--- config.mk ---
export PLATFORM = sky130hd
export DESIGN_NAME = psl_sampler
export DESIGN_NICKNAME = d
export VERILOG_FILES = /design/src/logic/psl_pkg.sv /design/src/logic/psl_sampler.sv
export VERILOG_INCLUDE_DIRS = /design/src /design/src/logic
export SDC_FILE = /design/constraint.sdc
export NUM_CORES = 2
export LEC_CHECK = 0
export BUFFER_PORTS_ARGS = -buffer_cell sky130_fd_sc_hd__buf_4
export CAP_MARGIN = 20
export CORE_ASPECT_RATIO = 1.5
export CORE_MARGIN = 10
export CORE_UTILIZATION = 25
export CTS_BUF_LIST = sky130_fd_sc_hd__clkbuf_4 sky130_fd_sc_hd__clkbuf_8
export CTS_CLUSTER_DIAMETER = 200
export DETAILED_ROUTE_END_ITERATION = 7
export PLACE_DENSITY = 0.39
export SLEW_MARGIN = 20
export SYNTH_ARGS = -nofsm -noshare
export SYNTH_HDL_FRONTEND = slang
export SYNTH_SLANG_ARGS = --single-unit
export TNS_END_PERCENT = 50
--- constraint.sdc ---
create_clock -name pclk -period 7 [get_ports pclk]
set_input_delay 1.4 -clock pclk [delete_from_list [all_inputs] [get_ports pclk]]
set_output_delay 1.4 -clock pclk [all_outputs]
set_load 0.03 [all_outputs]
--- src/logic/psl_regs.svh ---
// Register offsets, field positions, reset values and codes of the precise sampling block.
`ifndef PSL_REGS_SVH
`define PSL_REGS_SVH

`define PSL_OFF_EVSEL 8'h00
`define PSL_OFF_CTR 8'h20
`define PSL_OFF_RELOAD 8'h40
`define PSL_OFF_SEN_LO 8'h50
`define PSL_OFF_SEN_HI 8'h54
`define PSL_OFF_THRESH 8'h58
`define PSL_OFF_STAT_LO 8'h5C
`define PSL_OFF_STAT_HI 8'h60
`define PSL_OFF_CLR_LO 8'h64
`define PSL_OFF_CLR_HI 8'h68
`define PSL_OFF_BUF_IDX 8'h6C
`define PSL_OFF_BUF_LIM 8'h70
`define PSL_OFF_REC_ADDR 8'h74
`define PSL_OFF_REC_SRC 8'h78
`define PSL_OFF_REC_LAT 8'h7C
`define PSL_OFF_REC_IP 8'h80

`define PSL_EVSEL_EN_BIT 22
`define PSL_STORE_CAP_BIT 31
`define PSL_BUF_FULL_BIT 30
`define PSL_LAT_EVSEL 16'h01CD
`define PSL_STORE_EVSEL 16'h02CD
`define PSL_EXACT_DIST_EVSEL 16'h01C0
`define PSL_EXACT_DIST_CTR 3'h1
`define PSL_STORE_CTR 3'h3
`define PSL_THRESH_RST 16'h0003
`define PSL_LFSR_SEED 16'hACE1

`endif

--- src/logic/psl_pkg.sv ---
// Types shared by the precise sampling block.
package psl_pkg;

   typedef enum logic [1:0] {S_IDLE, S_SKID, S_WRITE} psl_state_e;

   typedef struct packed {
      logic valid;
      logic [7:0] code;
      logic [7:0] umask;
      logic [31:0] ip;
      logic fused;
   } psl_retire_s;

   typedef struct packed {
      logic dispatch;
      logic [3:0] disp_id;
      logic cancel;
      logic [3:0] cancel_id;
      logic writeback;
      logic [3:0] wb_id;
      logic retire;
      logic [3:0] ret_id;
      logic demand;
      logic [31:0] addr;
      logic [3:0] src;
      logic second_level_translation_miss;
      logic lock;
   } psl_load_s;

   typedef struct packed {
      logic retire;
      logic [31:0] addr;
      logic l1_hit;
      logic second_level_translation_miss;
      logic lock;
   } psl_store_s;

   typedef struct packed {
      logic [31:0] addr;
      logic [5:0] src;
      logic [15:0] lat;
      logic [31:0] ip;
      logic [1:0] ctr;
   } psl_record_s;

endpackage

--- src/logic/psl_sampler.sv ---
// Precise event sampling unit with load latency tagging and an APB register file.
// Notes on behaviour
// - Only counters zero to three take samples.
// - Enable bit 63 gives store capture, counter three.
// - Record address word holds load or store address.
// - Record source word: data source or store status.
// - Record latency word: cycles, or zero for stores.
// - Record clears status of overflowed sampling counters.
// - Only listed event and mask pairs may sample.
// - Exact distribution mask works on counter one only.
// - Latency spans dispatch to writeback, retired demand loads.
// - Count only latencies strictly above threshold register.
// - Hardware tags loads randomly; counts retired tagged.
// - Cancelled tag is dropped; next load gets tagged.
// - Record takes most recent latency and source.
// - Reload value spaces records, independent of tagging.
// - Source word: bits 3:0, 4 miss, 5 lock.
// - Reported IP skids one, two when fused.
// - Overflow arms; next qualifying event triggers record.
// - Failed bounds check skips sample; else store, reload.
// - Buffer full shows in status bit 62.
`timescale 1ns/1ps
`include "psl_regs.svh"

module psl_sampler #(
   parameter int NUM_CTR = 8,
   parameter int NUM_SMP = 4,
   parameter int LAT_W = 16
) (
   // APB slave
   input wire logic pclk,
   input wire logic presetn,
   input wire logic psel,
   input wire logic penable,
   input wire logic pwrite,
   input wire logic [7:0] paddr,
   input wire logic [31:0] pwdata,
   output logic [31:0] prdata,
   output logic pready,
   output logic pslverr,
   // Core event inputs
   input wire psl_pkg::psl_retire_s retire_in,
   input wire psl_pkg::psl_load_s load_in,
   input wire psl_pkg::psl_store_s store_in,
   // Record output
   output logic rec_strobe,
   output psl_pkg::psl_record_s rec_out
);

   logic [31:0] evsel [NUM_CTR];
   logic [31:0] ctr [NUM_CTR];
   logic [31:0] reload [NUM_SMP];
   logic [31:0] sen_lo;
   logic [31:0] sen_hi;
   logic [LAT_W-1:0] thresh;
   logic [NUM_CTR-1:0] status;
   logic buf_full;
   logic [15:0] buf_idx;
   logic [15:0] buf_lim;
   logic [NUM_CTR-1:0] inc;
   logic [NUM_CTR-1:0] ovf_set;
   logic [NUM_SMP-1:0] armed;
   logic [NUM_SMP-1:0] elig;
   logic [15:0] lfsr;
   logic tag_busy;
   logic tag_next;
   logic lat_done;
   logic [3:0] tag_id;
   logic [LAT_W-1:0] lat_cnt;
   logic [LAT_W-1:0] last_lat;
   logic [5:0] last_src;
   logic [31:0] last_addr;
   logic lat_hit;
   logic lat_mode;
   logic store_cap;
   psl_pkg::psl_state_e state;
   logic [1:0] trig_ctr;
   logic trig;
   logic [1:0] trig_idx;
   logic [1:0] skid_left;
   psl_pkg::psl_record_s pend;
   logic do_store;
   logic acc;
   logic wr_en;
   logic [31:0] rd_data;
   logic rd_err;

   assign acc = psel & penable & pready;
   assign wr_en = acc & pwrite;
   assign store_cap = sen_hi[`PSL_STORE_CAP_BIT];
   assign lat_mode = |sen_hi[NUM_SMP-1:0];
   // bounds check against the buffer limit
   assign do_store = (state == psl_pkg::S_WRITE) && (buf_idx < buf_lim);

   function automatic logic evt_ok(input logic [15:0] s, input int idx);
      logic ok;
      ok = 1'b0;
      case (s[7:0])
         8'hC0: ok = (s == `PSL_EXACT_DIST_EVSEL) && (idx == int'(`PSL_EXACT_DIST_CTR));
         8'hC2: ok = (s[15:8] == 8'h01) || (s[15:8] == 8'h02);
         8'hC4: ok = s[15:8] inside {8'h01, 8'h02, 8'h04, 8'h08, 8'h20};
         8'hC5: ok = s[15:8] inside {8'h01, 8'h02, 8'h04, 8'h10, 8'h20};
         8'hCD: ok = (s == `PSL_LAT_EVSEL) ||
                     ((s == `PSL_STORE_EVSEL) && (idx == int'(`PSL_STORE_CTR)));
         8'hD0: ok = s[15:8] inside {8'h11, 8'h12, 8'h21, 8'h41, 8'h42, 8'h81, 8'h82};
         8'hD1: ok = s[15:8] inside {8'h01, 8'h02, 8'h04, 8'h40};
         8'hD2: ok = s[15:8] inside {8'h01, 8'h02, 8'h04, 8'h08};
         default: ok = 1'b0;
      endcase
      return ok;
   endfunction

   assign lat_hit = load_in.retire && tag_busy && (load_in.ret_id == tag_id) &&
                    load_in.demand && lat_done && (lat_cnt > thresh);

   always_comb begin
      for (int i = 0; i < NUM_CTR; i++) begin
         if (evsel[i][15:0] == `PSL_LAT_EVSEL && i < NUM_SMP && sen_hi[i]) begin
            inc[i] = evsel[i][`PSL_EVSEL_EN_BIT] & lat_hit;
         end else if (evsel[i][15:0] == `PSL_STORE_EVSEL && i == int'(`PSL_STORE_CTR) &&
                      store_cap) begin
            inc[i] = evsel[i][`PSL_EVSEL_EN_BIT] & store_in.retire;
         end else begin
            inc[i] = evsel[i][`PSL_EVSEL_EN_BIT] & retire_in.valid &
                     (retire_in.code == evsel[i][7:0]) &
                     (|(retire_in.umask & evsel[i][15:8]));
         end
         ovf_set[i] = inc[i] & (&ctr[i]);
      end
      for (int i = 0; i < NUM_SMP; i++) begin
         elig[i] = sen_lo[i] & evt_ok(evsel[i][15:0], i);
      end
   end

   // first armed counter with a qualifying event triggers
   always_comb begin
      trig = 1'b0;
      trig_idx = 2'h0;
      for (int i = NUM_SMP - 1; i >= 0; i--) begin
         if (armed[i] && inc[i]) begin
            trig = (state == psl_pkg::S_IDLE);
            trig_idx = 2'(i);
         end
      end
   end

   always_ff @(posedge pclk or negedge presetn) begin
      if (!presetn) begin
         pready <= 1'b0;
      end else begin
         pready <= psel & penable & ~pready;
      end
   end

   always_comb begin
      rd_data = 32'h0000_0000;
      rd_err = 1'b0;
      case (paddr)
         `PSL_OFF_SEN_LO: rd_data = sen_lo;
         `PSL_OFF_SEN_HI: rd_data = sen_hi;
         `PSL_OFF_THRESH: rd_data = 32'(thresh);
         `PSL_OFF_STAT_LO: rd_data = 32'(status);
         // buffer full in upper status word
         `PSL_OFF_STAT_HI: rd_data = 32'(buf_full) << `PSL_BUF_FULL_BIT;
         `PSL_OFF_CLR_LO: rd_data = 32'h0000_0000;
         `PSL_OFF_CLR_HI: rd_data = 32'h0000_0000;
         `PSL_OFF_BUF_IDX: rd_data = 32'(buf_idx);
         `PSL_OFF_BUF_LIM: rd_data = 32'(buf_lim);
         `PSL_OFF_REC_ADDR: rd_data = rec_out.addr;
         `PSL_OFF_REC_SRC: rd_data = 32'(rec_out.src);
         `PSL_OFF_REC_LAT: rd_data = 32'(rec_out.lat);
         `PSL_OFF_REC_IP: rd_data = rec_out.ip;
         default: begin
            rd_err = 1'b1;
            for (int i = 0; i < NUM_CTR; i++) begin
               if (paddr == `PSL_OFF_EVSEL + 8'(4 * i)) begin
                  rd_data = evsel[i];
                  rd_err = 1'b0;
               end
               if (paddr == `PSL_OFF_CTR + 8'(4 * i)) begin
                  rd_data = ctr[i];
                  rd_err = 1'b0;
               end
            end
            for (int i = 0; i < NUM_SMP; i++) begin
               if (paddr == `PSL_OFF_RELOAD + 8'(4 * i)) begin
                  rd_data = reload[i];
                  rd_err = 1'b0;
               end
            end
         end
      endcase
   end

   always_ff @(posedge pclk or negedge presetn) begin
      if (!presetn) begin
         prdata <= 32'h0000_0000;
         pslverr <= 1'b0;
      end else if (psel && penable && !pready) begin
         prdata <= pwrite ? 32'h0000_0000 : rd_data;
         pslverr <= rd_err;
      end else begin
         prdata <= 32'h0000_0000;
         pslverr <= 1'b0;
      end
   end

   always_ff @(posedge pclk or negedge presetn) begin
      if (!presetn) begin
         sen_lo <= 32'h0000_0000;
         sen_hi <= 32'h0000_0000;
         thresh <= LAT_W'(`PSL_THRESH_RST);
         buf_lim <= 16'h0000;
         for (int i = 0; i < NUM_CTR; i++) begin
            evsel[i] <= 32'h0000_0000;
         end
         for (int i = 0; i < NUM_SMP; i++) begin
            reload[i] <= 32'h0000_0000;
         end
      end else if (wr_en) begin
         // only the low counters carry sample enables
         if (paddr == `PSL_OFF_SEN_LO) sen_lo <= pwdata & 32'(2 ** NUM_SMP - 1);
         if (paddr == `PSL_OFF_SEN_HI) begin
            sen_hi <= pwdata & (32'(2 ** NUM_SMP - 1) | (32'h1 << `PSL_STORE_CAP_BIT));
         end
         if (paddr == `PSL_OFF_THRESH) thresh <= pwdata[LAT_W-1:0];
         if (paddr == `PSL_OFF_BUF_LIM) buf_lim <= pwdata[15:0];
         for (int i = 0; i < NUM_CTR; i++) begin
            if (paddr == `PSL_OFF_EVSEL + 8'(4 * i)) evsel[i] <= pwdata;
         end
         for (int i = 0; i < NUM_SMP; i++) begin
            if (paddr == `PSL_OFF_RELOAD + 8'(4 * i)) reload[i] <= pwdata;
         end
      end
   end

   // Counters: software write, then reload after a stored record, then counting.
   always_ff @(posedge pclk or negedge presetn) begin
      if (!presetn) begin
         for (int i = 0; i < NUM_CTR; i++) begin
            ctr[i] <= 32'h0000_0000;
         end
      end else begin
         for (int i = 0; i < NUM_CTR; i++) begin
            if (wr_en && paddr == `PSL_OFF_CTR + 8'(4 * i)) begin
               ctr[i] <= pwdata;
            end else if (do_store && i < NUM_SMP && trig_ctr == 2'(i)) begin
               ctr[i] <= reload[i];
            end else if (inc[i]) begin
               ctr[i] <= ctr[i] + 32'h0000_0001;
            end
         end
      end
   end

   // Overflow status; a fresh overflow wins over any clear in the same cycle.
   always_ff @(posedge pclk or negedge presetn) begin
      if (!presetn) begin
         status <= '0;
         buf_full <= 1'b0;
      end else begin
         for (int i = 0; i < NUM_CTR; i++) begin
            if (ovf_set[i]) begin
               status[i] <= 1'b1;
            end else if (wr_en && paddr == `PSL_OFF_CLR_LO && pwdata[i]) begin
               status[i] <= 1'b0;
            end else if (do_store && i < NUM_SMP && sen_lo[i]) begin
               status[i] <= 1'b0;
            end
         end
         if (do_store && buf_idx + 16'h0001 >= buf_lim) begin
            buf_full <= 1'b1;
         end else if (wr_en && paddr == `PSL_OFF_CLR_HI && pwdata[`PSL_BUF_FULL_BIT]) begin
            buf_full <= 1'b0;
         end
      end
   end

   // arm on overflow of a sampling counter
   always_ff @(posedge pclk or negedge presetn) begin
      if (!presetn) begin
         armed <= '0;
      end else begin
         for (int i = 0; i < NUM_SMP; i++) begin
            if (!elig[i] || (trig && trig_idx == 2'(i))) begin
               armed[i] <= 1'b0;
            end else if (ovf_set[i]) begin
               armed[i] <= 1'b1;
            end
         end
      end
   end

   always_ff @(posedge pclk or negedge presetn) begin
      if (!presetn) begin
         lfsr <= `PSL_LFSR_SEED;
      end else begin
         lfsr <= {lfsr[14:0], lfsr[15] ^ lfsr[13] ^ lfsr[12] ^ lfsr[10]};
      end
   end

   // Load tagging and latency measurement.
   always_ff @(posedge pclk or negedge presetn) begin
      if (!presetn) begin
         tag_busy <= 1'b0;
         tag_next <= 1'b0;
         lat_done <= 1'b0;
         tag_id <= 4'h0;
         lat_cnt <= '0;
      end else if (!tag_busy) begin
         if (lat_mode && load_in.dispatch && (tag_next || lfsr[0])) begin
            tag_busy <= 1'b1;
            tag_next <= 1'b0;
            lat_done <= 1'b0;
            tag_id <= load_in.disp_id;
            lat_cnt <= LAT_W'(1);
         end
      // cancelled tag dropped, next load tagged
      end else if (load_in.cancel && load_in.cancel_id == tag_id) begin
         tag_busy <= 1'b0;
         tag_next <= 1'b1;
      end else if (load_in.retire && load_in.ret_id == tag_id) begin
         tag_busy <= 1'b0;
      end else if (!lat_done) begin
         // count from first dispatch through writeback
         if (!(&lat_cnt)) lat_cnt <= lat_cnt + LAT_W'(1);
         if (load_in.writeback && load_in.wb_id == tag_id) lat_done <= 1'b1;
      end
   end

   // keep the latest qualifying load data
   always_ff @(posedge pclk or negedge presetn) begin
      if (!presetn) begin
         last_lat <= '0;
         last_src <= 6'h00;
         last_addr <= 32'h0000_0000;
      end else if (lat_hit) begin
         last_lat <= lat_cnt;
         last_src <= {load_in.lock, load_in.second_level_translation_miss, load_in.src};
         last_addr <= load_in.addr;
      end
   end

   // Record sequencer: trigger, instruction skid, then bounds check and store.
   always_ff @(posedge pclk or negedge presetn) begin
      if (!presetn) begin
         state <= psl_pkg::S_IDLE;
         trig_ctr <= 2'h0;
         skid_left <= 2'h0;
         pend <= '0;
         buf_idx <= 16'h0000;
         rec_strobe <= 1'b0;
         rec_out <= '0;
      end else begin
         rec_strobe <= 1'b0;
         if (wr_en && paddr == `PSL_OFF_BUF_IDX) buf_idx <= pwdata[15:0];
         case (state)
            psl_pkg::S_IDLE: begin
               if (trig) begin
                  trig_ctr <= trig_idx;
                  // skid of one, two when fused
                  skid_left <= (retire_in.valid && retire_in.fused) ? 2'h2 : 2'h1;
                  pend.ctr <= trig_idx;
                  if (store_cap && trig_idx == 2'(`PSL_STORE_CTR)) begin
                     pend.addr <= store_in.addr;
                     pend.src <= {store_in.lock, store_in.second_level_translation_miss, 3'h0, store_in.l1_hit};
                     pend.lat <= 16'h0000;
                  end else begin
                     pend.addr <= lat_hit ? load_in.addr : last_addr;
                     pend.src <= lat_hit ? {load_in.lock, load_in.second_level_translation_miss, load_in.src}
                                         : last_src;
                     pend.lat <= 16'(lat_hit ? lat_cnt : last_lat);
                  end
                  state <= psl_pkg::S_SKID;
               end
            end
            psl_pkg::S_SKID: begin
               if (retire_in.valid) begin
                  skid_left <= skid_left - 2'h1;
                  if (skid_left == 2'h1) begin
                     pend.ip <= retire_in.ip;
                     state <= psl_pkg::S_WRITE;
                  end
               end
            end
            psl_pkg::S_WRITE: begin
               // store only when inside the buffer
               if (do_store) begin
                  rec_out <= pend;
                  rec_strobe <= 1'b1;
                  buf_idx <= buf_idx + 16'h0001;
               end
               state <= psl_pkg::S_IDLE;
            end
            default: state <= psl_pkg::S_IDLE;
         endcase
      end
   end

endmodule

==> metrics.txt <==
Synth Area in Simple Gates 16.7%; CP Launch Type register; Worst-Margin Slew 1.32 ns; Crit Path Category reg -> reg; ANT nets after route 0; Tmin final 5.06 ns; Max Root-Sink Buffers 4; Critical Path Fanout Max 20; fill count 22900; Compound-Gate Fraction of Synth Area 14.5%; setup repair after global routing missed its margin false; nets 6101; CTS sink cnt 1018; LEAKAGE 28.7 nW; endpoints failing hold 0; period utilization 72.3%; Die Height 589 µm; Post-Syn Instances 5645; grt ovf 0; die area 235000 µm²; Synth Flop Type dfrtp_1; commonest non-fill, non-tap cell in the layout dfrtp_1; TritonCTS buffer count 182; pwr/cell area 200 nW/µm²; detail-routed via count per cell 5.48; Detailed Place HPWL 227 mm; Ports 313; Distinct cells, synth 81; post-CTS setup repair buffer count 0; Critical Path RT 7.76 ns; commonest non-fill, non-tap cells in the layout 1008 x dfrtp_1, 749 x nand2_1, 476 x mux2_2, 446 x buf_4, 423 x nor2_1; final setup violation count 0; Worst EP arrival 5.82 ns; TritonCTS clock tree built; core footprint 214000 µm²; Hold Crit Class reg -> reg; main combinational cell family by area after synthesis simple AND/OR/NAND/NOR gates; Slew Limit Headroom 12.0%; first-pass GRT wire length 415 mm; Port Buf Inserts 312; final WL 303 mm; max frequency 198 MHz; layout cell share with drive strength beyond 1 22.4%; setup ws final 1.94 ns; multi-input logic area 26800 µm²; router iterations before antenna repair 7; Seq/Total Area, Yosys 47.2%; TNS Setup 0 ns; syn avg cell area 9.57 µm²; Total GRT Usage 24.9%; Cell Area, Synth 54000 µm²; largest net degree at the start of global routing 149; clk slew on worst S/H paths 0.06 ns; Post-Place Worst Slack 1.39 ns; Tot Pwr 0.0127 W; syn_nets 5894; Synth Register Bits 1018; Post-CTS Hold Buffers 0; fin. max-slew vios 0; CP Capture Type register; worst vdd ir 0.132 mV; Max-cap violations 0; clk_lat worst skew 0.96 ns; Reg area 25500 µm²; antenna violations before repair 23; Area Growth Syn to Fin 17.4%; FFs w/ async S/R, synth 100%; status finished, final reports clean; Via Count 48300; H-tree depth 4; DRC viols 0; routed len/inst 34.4 µm; Post-Synth Adder-Cell Area 1.37%; vias in the first global route 48800; YS warnings 0; Die W 400 µm; Starting Density 25.2%; RePlAce Congestion 1.04; Post-synth EDFFs 0; Iteration-0 DRC Markers 4521; mux share of post-synthesis cell area 11.1%; clk_skew 0.0879 ns; CTS root buf clkbuf_8; Site Rows 208; cts repair resizes 0; Post-Synth XOR/XNOR Area 5.33%
## per-stage QoR
| step | cells | hold slack (ns) | util (%) | instance area (µm²) |
|---|---|---|---|---|
| 6_report | 8814 | 0.350 | 29.6 | 63400 |
| 5_1_grt | 8807 | 0.357 | 29.6 | 63400 |
| 2_1_floorplan | 5645 | 0.331 | - | 54000 |
| 4_1_cts | 8806 | 0.353 | 29.6 | 63400 |
| 3_5_place_dp | 8503 | 0.339 | 27.8 | 59700 |
| 3_3_place_gp | 8503 | 0.335 | 27.8 | 59700 |
## layer usage
| layer | part of all wire, % | vias to the layer above | track usage [%] |
|---|---|---|---|
| met1 | 38 | 24600 | 28.7 |
| met3 | 6.5 | 748 | 4.72 |
| met5 | 0.027 | - | 0 |
| li1 | - | 20700 | - |
| met4 | 8.3 | 14 | 17.2 |
| met2 | 47 | 2241 | 41.5 |
## power by group
part           switching, W  internal, W  leakage (nW)  total [W]
Clock               0.00276      0.00323          1.97    0.00599
Combinational      0.000498     0.000173          12.9   0.000671
Sequential        0.0000723      0.00592          13.9    0.00600
Total               0.00333      0.00933          28.7     0.0127
## final timing paths
path	slack, ns	start	cells past startpoint	endpoint
setup / recovery	1.94	thresh[1]	13	pend[72]
hold / removal	0.35	lfsr[1]	0	lfsr[2]
setup reg to reg	1.94	thresh[1]	13	pend[72]
hold reg to reg	0.35	lfsr[1]	0	lfsr[2]
max in group asynchronous	4.71	presetn	3	rec_out[21]
min in group asynchronous	0.48	presetn	1	buf_idx[5]
## flip-flops by register name, indices dropped and copies added (netlist names), 5 cells and up
signal	cells
lat_cnt	16
last_src	6
prdata	32
lfsr	16
buf_lim	16
thresh	16
rec_out	88
ctr	256
sen_hi	5
evsel	256
last_lat	16
reload	128
status	8
pend	88
buf_idx	16
last_addr	32
## cell usage after synthesis (11+ instances only)
cell type | instances | area [µm²]
o211ai_1 | 23 | 173
buf_2 | 25 | 125
nor3_1 | 136 | 681
nand3_1 | 155 | 776
xnor2_1 | 205 | 1800
a221oi_1 | 64 | 561
mux2_2 | 476 | 5360
dfrtp_1 | 1008 | 25200
nor2_1 | 453 | 1700
and4_1 | 24 | 210
o221ai_1 | 38 | 333
a21o_1 | 11 | 82.6
o22ai_1 | 97 | 607
o31ai_1 | 16 | 120
nand4_1 | 97 | 607
nor4_1 | 60 | 375
a31oi_1 | 40 | 250
and3_1 | 72 | 450
xor2_1 | 124 | 1090
a22oi_1 | 93 | 698
a211oi_1 | 19 | 143
or3_1 | 43 | 269
inv_1 | 101 | 379
ha_1 | 59 | 738
a222oi_1 | 50 | 500
nor4b_1 | 15 | 131
mux2i_1 | 63 | 631
nand2_1 | 755 | 2830
a221o_1 | 23 | 230
a21oi_1 | 305 | 1530
o21ai_0 | 283 | 1420
nor3b_1 | 21 | 158
clkbuf_1 | 370 | 1390
or2_2 | 13 | 81.3
nor2b_1 | 22 | 138
o21a_1 | 14 | 105
nand3b_1 | 13 | 97.6
nand2b_1 | 13 | 81.3
and2_1 | 15 | 93.8
buf_1 | 34 | 128
o21ai_1 | 62 | 310
## critical path: stages (launching register included)
cell and delay [ns]:
dfstp_2 0.58, inv_1 0.08, ha_1 0.30, nor2b_1 0.13
o211ai_1 0.19, a211oi_1 0.10, or4_1 0.83, a41o_1 0.34
buf_4 0.19, a22oi_1 0.72, nand4bb_4 0.66, buf_4 0.47
mux2i_1 0.21, o21ai_1 0.07
## final cells by class
| class | count | share of cell area [%] |
|---|---|---|
| Antenna cell | 8 | 0.0316 |
| Inverter | 102 | 0.608 |
| Timing Repair Buffer | 454 | 5.53 |
| Sequential cell | 1018 | 40.2 |
| Tap cell | 2835 | 5.60 |
| Clock inverter | 28 | 0.330 |
| Clock buffer | 275 | 5.50 |
| Multi-Input combinational cell | 4094 | 42.2 |
## cells by family (layout without fill, tap and decap cells)
| family | after synthesis | count (layout) |
|---|---|---|
| XOR/XNOR | 329 | 329 |
| buffers and inverters | 533 | 859 |
| AO/OA/AOI/OAI | 1223 | 1223 |
| other | 0 | 8 |
| flip-flops | 1018 | 1018 |
| adder cells (fa/ha/maj) | 59 | 59 |
| AND/OR/NAND/NOR | 1943 | 1943 |
| multiplexers | 540 | 540 |
Note: power is estimated with default switching activity, not from simulation.
